--- config.mk ---
export PLATFORM = sky130hd
export DESIGN_NAME = twm_top
export DESIGN_NICKNAME = d
export VERILOG_FILES = /design/src/logic/twm_pkg.sv /design/src/logic/twm_channel.sv /design/src/logic/twm_top.sv
export SDC_FILE = /design/constraint.sdc
export NUM_CORES = 1
export LEC_CHECK = 0
export BUFFER_PORTS_ARGS = -buffer_cell sky130_fd_sc_hd__buf_4
export CAP_MARGIN = 30
export CORE_ASPECT_RATIO = 0.5
export CORE_UTILIZATION = 35
export CTS_CLUSTER_SIZE = 24
export DETAILED_ROUTE_END_ITERATION = 10
export MAX_ROUTING_LAYER = met4
export PLACE_DENSITY = 0.71
export SYNTH_ARGS = -nofsm -noshare
export SYNTH_HDL_FRONTEND = slang
export SYNTH_SLANG_ARGS = --single-unit
--- constraint.sdc ---
create_clock -name mclk_in -period 3.1 [get_ports mclk_in]
set_input_delay 0.775 -clock mclk_in [delete_from_list [all_inputs] [get_ports mclk_in]]
set_output_delay 0.775 -clock mclk_in [all_outputs]
set_load 0.05 [all_outputs]
--- src/logic/twm_pkg.sv ---
// Purpose: Constants and types for the timer waveform mode control block
// Assumes: Avalon-MM slave, 32-bit words, registers in low 8 bits
// Notes:   Offsets are byte addresses
package twm_pkg;

  // ----------------------------------------------------------------
  // Register map
  // ----------------------------------------------------------------
  localparam logic [3:0]  TWM_OFS_CTRL_A    = 4'h0;
  localparam logic [3:0]  TWM_OFS_CTRL_B    = 4'h4;
  localparam logic [3:0]  TWM_OFS_PIN_DIR   = 4'h8;
  localparam logic [3:0]  TWM_OFS_STATUS    = 4'hc;
  localparam logic [7:0]  TWM_CTRL_A_RST    = 8'h00;
  localparam logic [7:0]  TWM_CTRL_B_RST    = 8'h00;
  localparam logic [7:0]  TWM_CTRL_B_WMASK  = 8'hdf;

  // ----------------------------------------------------------------
  // Field positions
  // ----------------------------------------------------------------
  localparam int TWM_A_MODE_A_POS = 6;
  localparam int TWM_A_MODE_B_POS = 4;
  localparam int TWM_A_FORCE_A    = 3;
  localparam int TWM_A_FORCE_B    = 2;
  localparam int TWM_A_WLOW_POS   = 0;
  localparam int TWM_B_WHIGH_POS  = 3;

  // ----------------------------------------------------------------
  // Counter values
  // ----------------------------------------------------------------
  localparam logic [15:0] TWM_MAX      = 16'hffff;
  localparam logic [15:0] TWM_TOP_8B   = 16'h00ff;
  localparam logic [15:0] TWM_TOP_9B   = 16'h01ff;
  localparam logic [15:0] TWM_TOP_10B  = 16'h03ff;
  localparam logic [15:0] TWM_BOTTOM   = 16'h0000;

  // ----------------------------------------------------------------
  // Waveform mode numbers
  // ----------------------------------------------------------------
  localparam logic [3:0] TWM_WM_NORMAL   = 4'h0;
  localparam logic [3:0] TWM_WM_CLR_CMPA = 4'h4;
  localparam logic [3:0] TWM_WM_PFC_CMPA = 4'h9;
  localparam logic [3:0] TWM_WM_CLR_CAP  = 4'hc;
  localparam logic [3:0] TWM_WM_RSVD     = 4'hd;
  localparam logic [3:0] TWM_WM_FAST_CAP = 4'he;
  localparam logic [3:0] TWM_WM_FAST_A   = 4'hf;

  typedef enum logic [1:0] {
    TWM_TOP_FIXED = 2'h0,
    TWM_TOP_CMPA  = 2'h1,
    TWM_TOP_CAP   = 2'h2
  } twm_top_src_t;

  typedef enum logic [1:0] {
    TWM_AT_IMMEDIATE = 2'h0,
    TWM_AT_TOP       = 2'h1,
    TWM_AT_BOTTOM    = 2'h2,
    TWM_AT_MAX       = 2'h3
  } twm_when_t;

  typedef enum logic [3:0] {
    TWM_K_NONPWM = 4'b0001,
    TWM_K_FAST   = 4'b0010,
    TWM_K_PHASE  = 4'b0100,
    TWM_K_PFC    = 4'b1000
  } twm_kind_t;

  // Decoded waveform mode
  typedef struct packed {
    twm_kind_t    kind;
    twm_top_src_t top_src;
    logic [15:0]  top_fixed;
    twm_when_t    update_at;
    twm_when_t    ovf_at;
    logic         reserved;
  } twm_mode_t;

  // Counter events seen by each channel
  typedef struct packed {
    logic match;
    logic at_top;
    logic up;
  } twm_evt_t;

endpackage : twm_pkg

--- src/logic/twm_channel.sv ---
// Purpose: One compare output channel: action on match, TOP and force
// Assumes: Events are single-cycle pulses on mclk_in
// Notes:   Channel A passes 1 for IS_CHAN_A to allow its toggle cases
module twm_channel
  import twm_pkg::*;
#(
  parameter bit IS_CHAN_A = 1'b1
) (
  input  wire logic       mclk_in,
  input  wire logic       rstn_in,
  input  wire logic [1:0] out_mode_in,
  input  wire logic [3:0] wmode_in,
  input  wire twm_kind_t  kind_in,
  input  wire twm_evt_t   evt_in,
  input  wire logic       cmp_eq_top_in,
  input  wire logic       force_in,
  input  wire logic       dir_out_in,
  output logic            wave_out,
  output logic            connect_out,
  output logic            drive_en_out
);

  logic wave_reg;
  logic wave_next;
  logic conn_reg;
  logic en_reg;
  logic toggle_ok;
  logic conn_next;
  logic match_eff;

  // ----------------------------------------------------------------
  // Action decode
  // ----------------------------------------------------------------
  // Toggle in PWM only on channel A in modes TWM_WM_FAST_A and TWM_WM_PFC_CMPA
  assign toggle_ok = IS_CHAN_A &&
    (((kind_in == TWM_K_FAST) && (wmode_in == TWM_WM_FAST_A)) ||
     (((kind_in == TWM_K_PHASE) || (kind_in == TWM_K_PFC)) &&
      ((wmode_in == TWM_WM_PFC_CMPA) || (wmode_in == TWM_WM_FAST_CAP))));

  assign conn_next = (out_mode_in == 2'b00) ? 1'b0 :
                     (out_mode_in == 2'b01 && kind_in != TWM_K_NONPWM) ? toggle_ok :
                     !(wmode_in == TWM_WM_RSVD);

  // Fast PWM set/clear modes: match at TOP ignored, TOP action still applies
  assign match_eff = evt_in.match &&
    !((kind_in == TWM_K_FAST) && out_mode_in[1] && cmp_eq_top_in);

  always_comb begin
    wave_next = wave_reg;
    unique case (kind_in)
      TWM_K_NONPWM: begin
        // Force acts as a match here only; no flag, no counter clear
        if (match_eff || force_in) begin
          unique case (out_mode_in)
            2'b01:   wave_next = !wave_reg;
            2'b10:   wave_next = 1'b0;
            2'b11:   wave_next = 1'b1;
            default: wave_next = wave_reg;
          endcase
        end
      end
      TWM_K_FAST: begin
        if (out_mode_in == 2'b01) begin
          if (match_eff && toggle_ok) wave_next = !wave_reg;
        end else if (out_mode_in[1]) begin
          if (evt_in.at_top) wave_next = !out_mode_in[0];
          else if (match_eff) wave_next = out_mode_in[0];
        end
      end
      TWM_K_PHASE, TWM_K_PFC: begin
        if (out_mode_in == 2'b01) begin
          if (match_eff && toggle_ok) wave_next = !wave_reg;
        end else if (out_mode_in[1] && match_eff) begin
          wave_next = evt_in.up ? out_mode_in[0] : !out_mode_in[0];
        end
      end
      default: wave_next = wave_reg;
    endcase
  end

  always_ff @(posedge mclk_in or negedge rstn_in) begin
    if (!rstn_in) begin
      wave_reg <= 1'b0;
      conn_reg <= 1'b0;
      en_reg   <= 1'b0;
    end else begin
      wave_reg <= wave_next;
      conn_reg <= conn_next;
      en_reg   <= conn_next && dir_out_in;
    end
  end

  assign wave_out     = wave_reg;
  assign connect_out  = conn_reg;
  assign drive_en_out = en_reg;

endmodule // twm_channel

--- src/logic/twm_top.sv ---
// Purpose: Waveform mode decode, control registers and compare outputs
// Assumes: Counter, compare and capture values come from the timer core
// Notes:   Registers sit on Avalon-MM, one cycle of waitrequest per access
module twm_top
  import twm_pkg::*;
(
  input  wire logic        mclk_in,
  input  wire logic        rstn_in,
  // Avalon-MM slave
  input  wire logic [3:0]  avs_address_in,
  input  wire logic        avs_read_in,
  input  wire logic        avs_write_in,
  input  wire logic [31:0] avs_writedata_in,
  input  wire logic [3:0]  avs_byteenable_in,
  output logic [31:0]      avs_readdata_out,
  output logic             avs_waitrequest_out,
  // Timer core
  input  wire logic [15:0] counter_value_in,
  input  wire logic        count_up_in,
  input  wire logic        count_tick_in,
  input  wire logic [15:0] chan_a_compare_value_in,
  input  wire logic [15:0] chan_b_compare_value_in,
  input  wire logic [15:0] capture_value_in,
  output logic [15:0]      top_value_out,
  output logic [1:0]       update_at_out,
  output logic [1:0]       ovf_at_out,
  output logic             dual_slope_out,
  output logic             overflow_flag_set_out,
  output logic             compare_load_out,
  output logic             count_clear_out,
  output logic [2:0]       clock_select_out,
  // Compare pins
  output logic             chan_a_wave_pin_out,
  output logic             chan_a_wave_pin_oe_out,
  output logic             chan_a_override_out,
  output logic             chan_b_wave_pin_out,
  output logic             chan_b_wave_pin_oe_out,
  output logic             chan_b_override_out
);

  // ----------------------------------------------------------------
  // Mode decode
  // ----------------------------------------------------------------
  function automatic twm_mode_t decode_mode(input logic [3:0] m);
    twm_mode_t d;
    d.kind      = TWM_K_NONPWM;
    d.top_src   = TWM_TOP_FIXED;
    d.top_fixed = TWM_MAX;
    d.update_at = TWM_AT_IMMEDIATE;
    d.ovf_at    = TWM_AT_MAX;
    d.reserved  = 1'b0;
    unique case (m)
      4'h0: d.top_fixed = TWM_MAX;
      4'h4: d.top_src = TWM_TOP_CMPA;
      4'hc: d.top_src = TWM_TOP_CAP;
      4'hd: d.reserved = 1'b1;
      4'h1, 4'h2, 4'h3, 4'ha, 4'hb: begin
        d.kind      = TWM_K_PHASE;
        d.update_at = TWM_AT_TOP;
        d.ovf_at    = TWM_AT_BOTTOM;
      end
      4'h5, 4'h6, 4'h7, 4'he, 4'hf: begin
        d.kind      = TWM_K_FAST;
        d.update_at = TWM_AT_TOP;
        d.ovf_at    = TWM_AT_TOP;
      end
      default: begin
        d.kind      = TWM_K_PFC;
        d.update_at = TWM_AT_BOTTOM;
        d.ovf_at    = TWM_AT_BOTTOM;
      end
    endcase
    unique case (m)
      4'h1, 4'h5: d.top_fixed = TWM_TOP_8B;
      4'h2, 4'h6: d.top_fixed = TWM_TOP_9B;
      4'h3, 4'h7: d.top_fixed = TWM_TOP_10B;
      4'h8, 4'ha, 4'he: d.top_src = TWM_TOP_CAP;
      4'h9, 4'hb, 4'hf: d.top_src = TWM_TOP_CMPA;
      default: d.top_fixed = d.top_fixed;
    endcase
    return d;
  endfunction

  // ----------------------------------------------------------------
  // Registers
  // ----------------------------------------------------------------
  logic [7:0]  ctrl_a_reg;
  logic [7:0]  ctrl_b_reg;
  logic [1:0]  pin_dir_reg;
  logic        force_a_reg;
  logic        force_b_reg;
  logic        wait_reg;
  logic [31:0] rdata_reg;
  logic [15:0] top_reg;
  logic [1:0]  upd_reg;
  logic [1:0]  ovf_at_reg;
  logic        dual_reg;
  logic        ovf_reg;
  logic        load_reg;
  logic        clr_reg;
  logic        ovf_next;
  logic        load_next;

  wire logic [3:0]  waveform_mode;
  wire twm_mode_t   mode_dec;
  wire logic [15:0] top_value;
  wire logic        at_top;
  wire logic        at_bottom;
  wire logic        at_max;
  wire logic        wr_ctrl_a;
  wire logic        wr_ctrl_b;
  wire logic        wr_dir;
  wire logic        accept;
  wire logic        is_pwm;
  wire logic [31:0] rdata_next;
  wire logic [1:0]  mode_a;
  wire logic [1:0]  mode_b;
  wire logic [3:0]  wmode_eff;

  assign waveform_mode = {ctrl_b_reg[TWM_B_WHIGH_POS +: 2],
                          ctrl_a_reg[TWM_A_WLOW_POS +: 2]};
  assign mode_dec = decode_mode(waveform_mode);
  assign is_pwm   = mode_dec.kind != TWM_K_NONPWM;
  // Reserved mode runs as normal with both pins released
  assign wmode_eff = mode_dec.reserved ? TWM_WM_NORMAL : waveform_mode;
  assign mode_a = mode_dec.reserved ? 2'b00 : ctrl_a_reg[TWM_A_MODE_A_POS +: 2];
  assign mode_b = mode_dec.reserved ? 2'b00 : ctrl_a_reg[TWM_A_MODE_B_POS +: 2];

  assign top_value = (mode_dec.top_src == TWM_TOP_CMPA) ? chan_a_compare_value_in :
                     (mode_dec.top_src == TWM_TOP_CAP)  ? capture_value_in :
                     mode_dec.top_fixed;
  assign at_top    = count_tick_in && (counter_value_in == top_value);
  assign at_bottom = count_tick_in && (counter_value_in == TWM_BOTTOM);
  assign at_max    = count_tick_in && (counter_value_in == TWM_MAX);

  always_comb begin
    unique case (mode_dec.ovf_at)
      TWM_AT_TOP:    ovf_next = at_top;
      TWM_AT_BOTTOM: ovf_next = at_bottom;
      default:       ovf_next = at_max;
    endcase
    unique case (mode_dec.update_at)
      TWM_AT_TOP:    load_next = at_top;
      TWM_AT_BOTTOM: load_next = at_bottom;
      default:       load_next = 1'b1;
    endcase
  end

  // ----------------------------------------------------------------
  // Avalon-MM slave: waitrequest drops one cycle after the request
  // ----------------------------------------------------------------
  assign accept    = (avs_read_in || avs_write_in) && wait_reg;
  assign wr_ctrl_a = accept && avs_write_in && avs_byteenable_in[0] &&
                     (avs_address_in == TWM_OFS_CTRL_A);
  assign wr_ctrl_b = accept && avs_write_in && avs_byteenable_in[0] &&
                     (avs_address_in == TWM_OFS_CTRL_B);
  assign wr_dir    = accept && avs_write_in && avs_byteenable_in[0] &&
                     (avs_address_in == TWM_OFS_PIN_DIR);
  // Strobe bits are never stored as ones, so they read zero
  assign rdata_next =
    (avs_address_in == TWM_OFS_CTRL_A)  ? {24'h000000, ctrl_a_reg} :
    (avs_address_in == TWM_OFS_CTRL_B)  ? {24'h000000, ctrl_b_reg} :
    (avs_address_in == TWM_OFS_PIN_DIR) ? {30'h00000000, pin_dir_reg} :
    (avs_address_in == TWM_OFS_STATUS)  ?
      {24'h000000, chan_b_override_out, chan_a_override_out,
       chan_b_wave_pin_out, chan_a_wave_pin_out, waveform_mode} :
    32'h00000000;

  always_ff @(posedge mclk_in or negedge rstn_in) begin
    if (!rstn_in) begin
      wait_reg  <= 1'b1;
      rdata_reg <= 32'h00000000;
    end else begin
      wait_reg  <= !accept;
      if (accept && avs_read_in) rdata_reg <= rdata_next;
    end
  end

  always_ff @(posedge mclk_in or negedge rstn_in) begin
    if (!rstn_in) begin
      ctrl_a_reg  <= TWM_CTRL_A_RST;
      ctrl_b_reg  <= TWM_CTRL_B_RST;
      pin_dir_reg <= 2'h0;
      force_a_reg <= 1'b0;
      force_b_reg <= 1'b0;
    end else begin
      // Strobe bits masked out of storage
      if (wr_ctrl_a) ctrl_a_reg <= avs_writedata_in[7:0] & 8'hf3;
      if (wr_ctrl_b) ctrl_b_reg <= avs_writedata_in[7:0] & TWM_CTRL_B_WMASK;
      if (wr_dir) pin_dir_reg <= avs_writedata_in[1:0];
      // Strobes use the mode in force before this write; PWM drops them
      force_a_reg <= wr_ctrl_a && avs_writedata_in[TWM_A_FORCE_A] && !is_pwm;
      force_b_reg <= wr_ctrl_a && avs_writedata_in[TWM_A_FORCE_B] && !is_pwm;
    end
  end

  // ----------------------------------------------------------------
  // Status towards timer core
  // ----------------------------------------------------------------
  always_ff @(posedge mclk_in or negedge rstn_in) begin
    if (!rstn_in) begin
      top_reg    <= TWM_MAX;
      upd_reg    <= 2'h0;
      ovf_at_reg <= 2'h3;
      dual_reg   <= 1'b0;
      ovf_reg    <= 1'b0;
      load_reg   <= 1'b0;
      clr_reg    <= 1'b0;
    end else begin
      top_reg    <= top_value;
      upd_reg    <= mode_dec.update_at;
      ovf_at_reg <= mode_dec.ovf_at;
      dual_reg   <= (mode_dec.kind == TWM_K_PHASE) || (mode_dec.kind == TWM_K_PFC);
      ovf_reg    <= ovf_next;
      load_reg   <= load_next;
      // Only a real TOP match clears; a forced compare never does
      clr_reg    <= !is_pwm && (mode_dec.top_src != TWM_TOP_FIXED) && at_top;
    end
  end

  // ----------------------------------------------------------------
  // Channels
  // ----------------------------------------------------------------
  wire twm_evt_t evt_a;
  wire twm_evt_t evt_b;
  assign evt_a = '{match: count_tick_in && (counter_value_in == chan_a_compare_value_in),
                   at_top: at_top, up: count_up_in};
  assign evt_b = '{match: count_tick_in && (counter_value_in == chan_b_compare_value_in),
                   at_top: at_top, up: count_up_in};

  twm_channel #(.IS_CHAN_A(1'b1)) u_chan_a (
    .mclk_in       (mclk_in),
    .rstn_in       (rstn_in),
    .out_mode_in   (mode_a),
    .wmode_in      (wmode_eff),
    .kind_in       (mode_dec.kind),
    .evt_in        (evt_a),
    .cmp_eq_top_in (chan_a_compare_value_in == top_value),
    .force_in      (force_a_reg),
    .dir_out_in    (pin_dir_reg[0]),
    .wave_out      (chan_a_wave_pin_out),
    .connect_out   (chan_a_override_out),
    .drive_en_out  (chan_a_wave_pin_oe_out)
  );

  twm_channel #(.IS_CHAN_A(1'b0)) u_chan_b (
    .mclk_in       (mclk_in),
    .rstn_in       (rstn_in),
    .out_mode_in   (mode_b),
    .wmode_in      (wmode_eff),
    .kind_in       (mode_dec.kind),
    .evt_in        (evt_b),
    .cmp_eq_top_in (chan_b_compare_value_in == top_value),
    .force_in      (force_b_reg),
    .dir_out_in    (pin_dir_reg[1]),
    .wave_out      (chan_b_wave_pin_out),
    .connect_out   (chan_b_override_out),
    .drive_en_out  (chan_b_wave_pin_oe_out)
  );

  assign avs_readdata_out      = rdata_reg;
  assign avs_waitrequest_out   = wait_reg;
  assign top_value_out         = top_reg;
  assign update_at_out         = upd_reg;
  assign ovf_at_out            = ovf_at_reg;
  assign dual_slope_out        = dual_reg;
  assign overflow_flag_set_out = ovf_reg;
  assign compare_load_out      = load_reg;
  assign count_clear_out       = clr_reg;
  assign clock_select_out      = ctrl_b_reg[2:0];

endmodule // twm_top

==> results.tsv, run 1 <==
metric	value	unit
post_cts_buffers	0	
final.min_clock_period	2.96	ns
clock_path_buffers	2	
grt_usage	23.0	%
cts_sinks	56	
syn_area	4770	um^2
cp.required	3.28	ns
synth_enable_flop_cells	0	
drive_above_1_share	32.6	%
pin_count	176	
fillers	1277	
grt_pass1_wl	24600	um
ff2ff_setup_slack	0.14	ns
synth_top_area_share	19.4	%
rr_worst_depth	9	
clock_latency	0.30	ns
drt_iter0_drc	346	
rows	29	
hold_viol	0	
min-delay-start	avs_waitrequest_out$_DFF_PN1_	
synth.largest_area_cell	dfrtp_1	
slowest_stage	or4b_4	
synth-compound-area-share	22.8	%
yosysWarnings	0	
p_per_area	588	nW/um^2
synth_common_cells	dfrtp_1 (37), o21ai_0 (37), inv_1 (35), a21oi_1 (33), xnor2_1 (33)	
tritoncts	built	
total_power	3620	uW
synth-simple-area-share	20.5	%
crit_path_end_kind	flop	
coreArea	13000	um^2
r2r-end	u_chan_b.wave_out$_DFFE_PN0P_	
max_slew_margin	51.3	%
place_congestion	0.931	
htreeDepth	2	
crit_fanout	12	
drt_first_pass_iters	5	
hpwl	12300	um
hold_depth	1	
finalSetupViolCount	0	
p_leak	0.00277	uW
synth-seq-cells	56	
fin_util	47.4	%
synth_cell_types	73	
slowest_delay	0.62	ns
final_nets	818	
seq_area_frac_synth	29.9	%
largest_reg_flops	16	
synth_top_family_by_area	compound AO/OA/AOI/OAI gates	
ys.flop_type	dfrtp_1	
clk_pin_slew	0.08	ns
muxShareOfSynthArea	4.65	%
vias	4743	
crit_arrival	3.14	ns
min_path_type	reg2reg	
syn_area_per_cell	8.44	um^2
grt_max_degree	57	
wl_per_cell	18.1	um
start_kind	flop	
critical_path_class	reg2reg	
yosys.area_share.adder	2.36	%
ctsHoldBuffers	0	
rsz0062_at_grt	no	
comb_power_share	55.9	%
worstPathCellList	or4b_4, nor2_1, a21oi_1, xor2_1, and4b_1, nand4_1, mux2i_1, a22oi_1, mux2_4	
grt_pass1_vias	4560	
setup_tns	0	ns
ctsRootBufferMaster	clkbuf_16	
antenna_found_initial	0	
p_int	1950	uW
diodes	0	
p_sw	1670	uW
drv_cap	0	
fin_crit_sh	95.3	%
pwr-share-clk	16.2	%
hold_end	avs_waitrequest_out$_DFF_PN1_	
port_buffers	124	
pwr-share-seq	28.0	%
synthXorXnorAreaFrac	9.00	%
die_x	167	um
drt_wl_total	15700	um
die_h	84.5	um
slew_violations	0	
numCtsBuffers	5	
outcome	finished clean	
clock.fmax	338	MHz
worst_pin_slew	0.731	ns
start_util	36.8	%
syn2layout_area_growth	28.9	%
synth_area_leaders	dfrtp_1 (19%), dfstp_2 (10%), xnor2_1 (6.1%)	
die_area	14100	um^2
sw_frac_of_total	46.1	%
vdd_ir_drop_max	0.247	mV
via_per_inst	5.45	
grt-ovfl-total	0	
ant_nets	0	
async_flop_share	100	%
drc_errors	0	
fin_worst_skew	0.0110	ns
syn_inst	565	
r2r-start	ctrl_a_reg[1]$_DFFE_PN0P_	
[power by group through the flow]
| stage | logic [uW] | registers (uW) | clock network, uW |
|---|---|---|---|
| after floorplan | 969 | 1390 | 0 |
| after global placement | 1980 | 1020 | 0 |
| after detailed placement | 1990 | 1020 | 0 |
| after CTS | 2000 | 1010 | 599 |
| after global routing | 2150 | 1030 | 632 |
| final | 2020 | 1010 | 585 |
[critical path: cells and delay by family, from the launching register on]
kind | cells | cell delay (ns)
xor+xnor | 1 | 0.38
mux | 2 | 0.52
simple gates | 4 | 1.21
compound gates | 2 | 0.22
flops | 1 | 0.50
[cell families after synthesis]
| family | after synthesis |
|---|---|
| AO/OA/AOI/OAI | 160 |
| other | 1 |
| AND/OR/NAND/NOR | 171 |
| XOR/XNOR | 49 |
| adder cells (fa/ha/maj) | 9 |
| buffers and inverters | 99 |
| multiplexers | 20 |
| flip-flops | 56 |
[cells in the final DEF (no fill, tap or decap), types with 4 or more instances in the layout]
cell / netlist / layout
a211oi_1: 8 / 8
a21o_1: 4 / 4
a21oi_1: 33 / 33
a221o_1: 4 / 4
a22o_1: 6 / 6
a22oi_1: 5 / 5
a31oi_1: 4 / 4
buf_4: 29 / 164
clkbuf_16: 0 / 5
conb_1: 1 / 24
dfrtp_1: 37 / 36
dfstp_2: 19 / 19
ha_1: 9 / 9
inv_1: 35 / 35
mux2_2: 13 / 13
mux2i_1: 6 / 6
nand2_1: 26 / 26
nand2b_1: 29 / 29
nand3_1: 13 / 13
nand4_1: 14 / 14
nor2_1: 29 / 29
nor2b_1: 9 / 9
nor3_1: 8 / 8
nor4_1: 12 / 11
o21ai_0: 37 / 37
o221ai_1: 6 / 6
o22ai_1: 14 / 14
o31ai_1: 5 / 5
xnor2_1: 33 / 33
xor2_1: 16 / 16
[final cells by class]
type	instances	area (um^2)	area share (%)
repair buffers	167	1290	21.0
clock inverters	2	16.3	0.265
inverters	36	135	2.20
multi-input cells	433	2930	47.7
flip-flops and latches	56	1430	23.2
well taps	170	213	3.46
clock buffers	6	129	2.10
[layer usage]
metal  GRT usage (%)  up-vias  wire [um]
met3            3.49       16        889
met2            36.8      188       7160
li1                -     2255          -
met4            3.96        0        153
met5               -        -          0
met1            31.0     2284       7500
[stage by stage]
step / instance area (um^2) / instances / hold WS, ns / setup slack, ns
after floorplan: 4850 / 588 / 0.471 / 0.357
after global placement: 5980 / 862 / 0.464 / 0.0498
after detailed placement: 5980 / 862 / 0.475 / 0.0446
after CTS: 6130 / 870 / 0.490 / 0.108
after global routing: 6140 / 870 / 0.523 / 0.0371
final: 6140 / 870 / 0.487 / 0.145
[repair_timing]
action | 4_1_cts | 5_1_grt
endpoints found under the hold margin | 0 | 0
gates resized for setup | 0 | 3
setup endpoints to repair | 0 | 1
[worst max-delay path by stage]
stage / startpoint / end / slack (ns)
6_report: ctrl_a_reg[1]$_DFFE_PN0P_ / u_chan_b.wave_out$_DFFE_PN0P_ / 0.14
5_1_grt: ctrl_a_reg[1]$_DFFE_PN0P_ / u_chan_b.wave_out$_DFFE_PN0P_ / 0.04
4_1_cts: ctrl_a_reg[1]$_DFFE_PN0P_ / u_chan_b.wave_out$_DFFE_PN0P_ / 0.11
3_5_place_dp: chan_a_compare_value_in[10] / u_chan_b.wave_out$_DFFE_PN0P_ / 0.04
3_3_place_gp: chan_a_compare_value_in[10] / u_chan_b.wave_out$_DFFE_PN0P_ / 0.05
2_1_floorplan: chan_a_compare_value_in[2] / u_chan_b.wave_out$_DFFE_PN0P_ / 0.36
(Power assumes the default switching activity.)
==> run 2: changes to the inputs <==
Settings changed: CORE_ASPECT_RATIO 0.5 to 0.7.
==> results.tsv, run 2 (same netlist as run 1, synthesis figures left out) <==
metric	value	unit
finalSetupViolCount	0	
place_congestion	0.936	
drive_above_1_share	32.2	%
crit_path_end_kind	flop	
critical_path_class	reg2reg	
start_util	36.0	%
slowest_delay	0.64	ns
grt_pass1_wl	24500	um
cp.required	3.28	ns
rows	35	
place_area	5950	um^2
tritoncts	built	
vdd_ir_drop_max	0.205	mV
min-delay-start	avs_readdata_out[0]$_DFFE_PN0P_	
drt_wl_total	15900	um
port_buffers	124	
r2r-start	ctrl_a_reg[1]$_DFFE_PN0P_	
total_power	3770	uW
die_h	99.6	um
diodes	0	
clock_latency	0.30	ns
grt_usage	23.3	%
largest_reg_flops	16	
mostFrequentLayoutCells	buf_4 (162), o21ai_0 (37), dfrtp_1 (37), inv_1 (35)	
coreArea	13200	um^2
outcome	finished clean	
r2r-end	u_chan_b.wave_out$_DFFE_PN0P_	
fin_worst_skew	0.0130	ns
slowest_stage	o311ai_1	
p_per_area	611	nW/um^2
pre_cts_ws	0.0306	ns
rr_worst_depth	9	
wl_per_cell	18.0	um
drv_cap	0	
die_x	141	um
via_per_inst	5.42	
grt_max_degree	57	
ant_nets	0	
start_kind	flop	
final.min_clock_period	2.93	ns
dp_cells	873	
cts_sinks	56	
crit_arrival	3.11	ns
grt_pass1_vias	4411	
drt_first_pass_iters	6	
final_common_cell	buf_4	
fillers	1286	
p_leak	0.00276	uW
numCtsBuffers	5	
ctsHoldBuffers	0	
clock_path_buffers	2	
grt-ovfl-total	0	
antenna_found_initial	0	
clock.fmax	341	MHz
hold_depth	2	
pin_count	176	
slew_violations	0	
ff2ff_setup_slack	0.17	ns
hold_end	avs_readdata_out[0]$_DFFE_PN0P_	
ctsRootBufferMaster	clkbuf_16	
min_path_type	reg2reg	
die_area	14100	um^2
worstPathCellList	nor2b_4, buf_4, o311ai_1, xnor2_1, nor3_4, nand4_1, mux2i_1, a22oi_1, mux2_4	
layout_setup_ws	0.166	ns
hold_viol	0	
crit_fanout	10	
htreeDepth	2	
final_area	6160	um^2
final_nets	814	
fin_crit_sh	94.7	%
setup_tns	0	ns
drt_iter0_drc	422	
fin_cells	881	
clk_pin_slew	0.08	ns
hpwl	12500	um
max_slew_margin	48.8	%
drc_errors	0	
syn2layout_area_growth	29.2	%
worst_pin_slew	0.756	ns
vias	4774	
-- run 2: changes by cell type in the layout (fill, tap and decap cells not counted), sizes merged --
cell,before,now
buf,167,163
bufinv,0,2
clkinv,2,1
clkinvlp,1,0
-- run 2: cell type report --
| type | count | area, um^2 | area share (%) |
|---|---|---|---|
| multi-input combinational | 433 | 2940 | 47.8 |
| sequential | 56 | 1430 | 23.1 |
| timing repair buffer | 163 | 1240 | 20.1 |
| tap | 185 | 231 | 3.76 |
| inverter | 36 | 135 | 2.19 |
| clock buffer | 6 | 129 | 2.09 |
| clock inverter | 2 | 60.1 | 0.975 |
-- run 2: where the power goes --
part | internal, uW | leakage (uW) | switching [uW]
Clock | 464 | 0.0000911 | 275
Sequential | 918 | 0.000680 | 85.6
Combinational | 717 | 0.00199 | 1310
Total | 2100 | 0.00277 | 1670
-- run 2: critical path, delay by kind of cell (launching register included) --
family / cells / cell delay (ns)
compound gates: 2 / 0.75
simple gates: 3 / 0.63
flops: 1 / 0.57
mux: 2 / 0.46
xor+xnor: 1 / 0.21
buf+inv: 1 / 0.19
-- run 2: per-layer routing --
layer	up-vias	share of wire [%]	track usage, %
li1	2255	-	-
met1	2290	48	33.8
met2	219	41	32.0
met3	10	11	6.69
met4	0	0.83	3.97
met5	-	0	-
-- run 2: worst max path at each step --
stage / startpoint / to / slack, ns / depth (start not counted)
2_1_floorplan: chan_a_compare_value_in[2] / u_chan_b.wave_out$_DFFE_PN0P_ / 0.36 / 10
3_3_place_gp: chan_a_compare_value_in[12] / u_chan_b.wave_out$_DFFE_PN0P_ / 0.08 / 11
3_5_place_dp: chan_a_compare_value_in[15] / u_chan_b.wave_out$_DFFE_PN0P_ / 0.03 / 10
4_1_cts: ctrl_b_reg[3]$_DFFE_PN0P_ / u_chan_b.wave_out$_DFFE_PN0P_ / 0.12 / 9
5_1_grt: ctrl_a_reg[1]$_DFFE_PN0P_ / u_chan_b.wave_out$_DFFE_PN0P_ / -0.007 / 9
6_report: ctrl_a_reg[1]$_DFFE_PN0P_ / u_chan_b.wave_out$_DFFE_PN0P_ / 0.17 / 9
-- run 2: metrics by stage --
stage          hold slack, ns  utilization [%]
2_1_floorplan           0.471                -
3_3_place_gp            0.468             45.0
3_5_place_dp            0.469             45.0
4_1_cts                 0.488             46.4
5_1_grt                 0.515             46.6
6_report                0.482             46.6
-- run 2: repair_timing --
| item | in CTS | in global routing |
|---|---|---|
| buffers inserted | 0 | 0 |
| endpoints found under the setup margin | 0 | 1 |
| resized for setup | 0 | 4 |
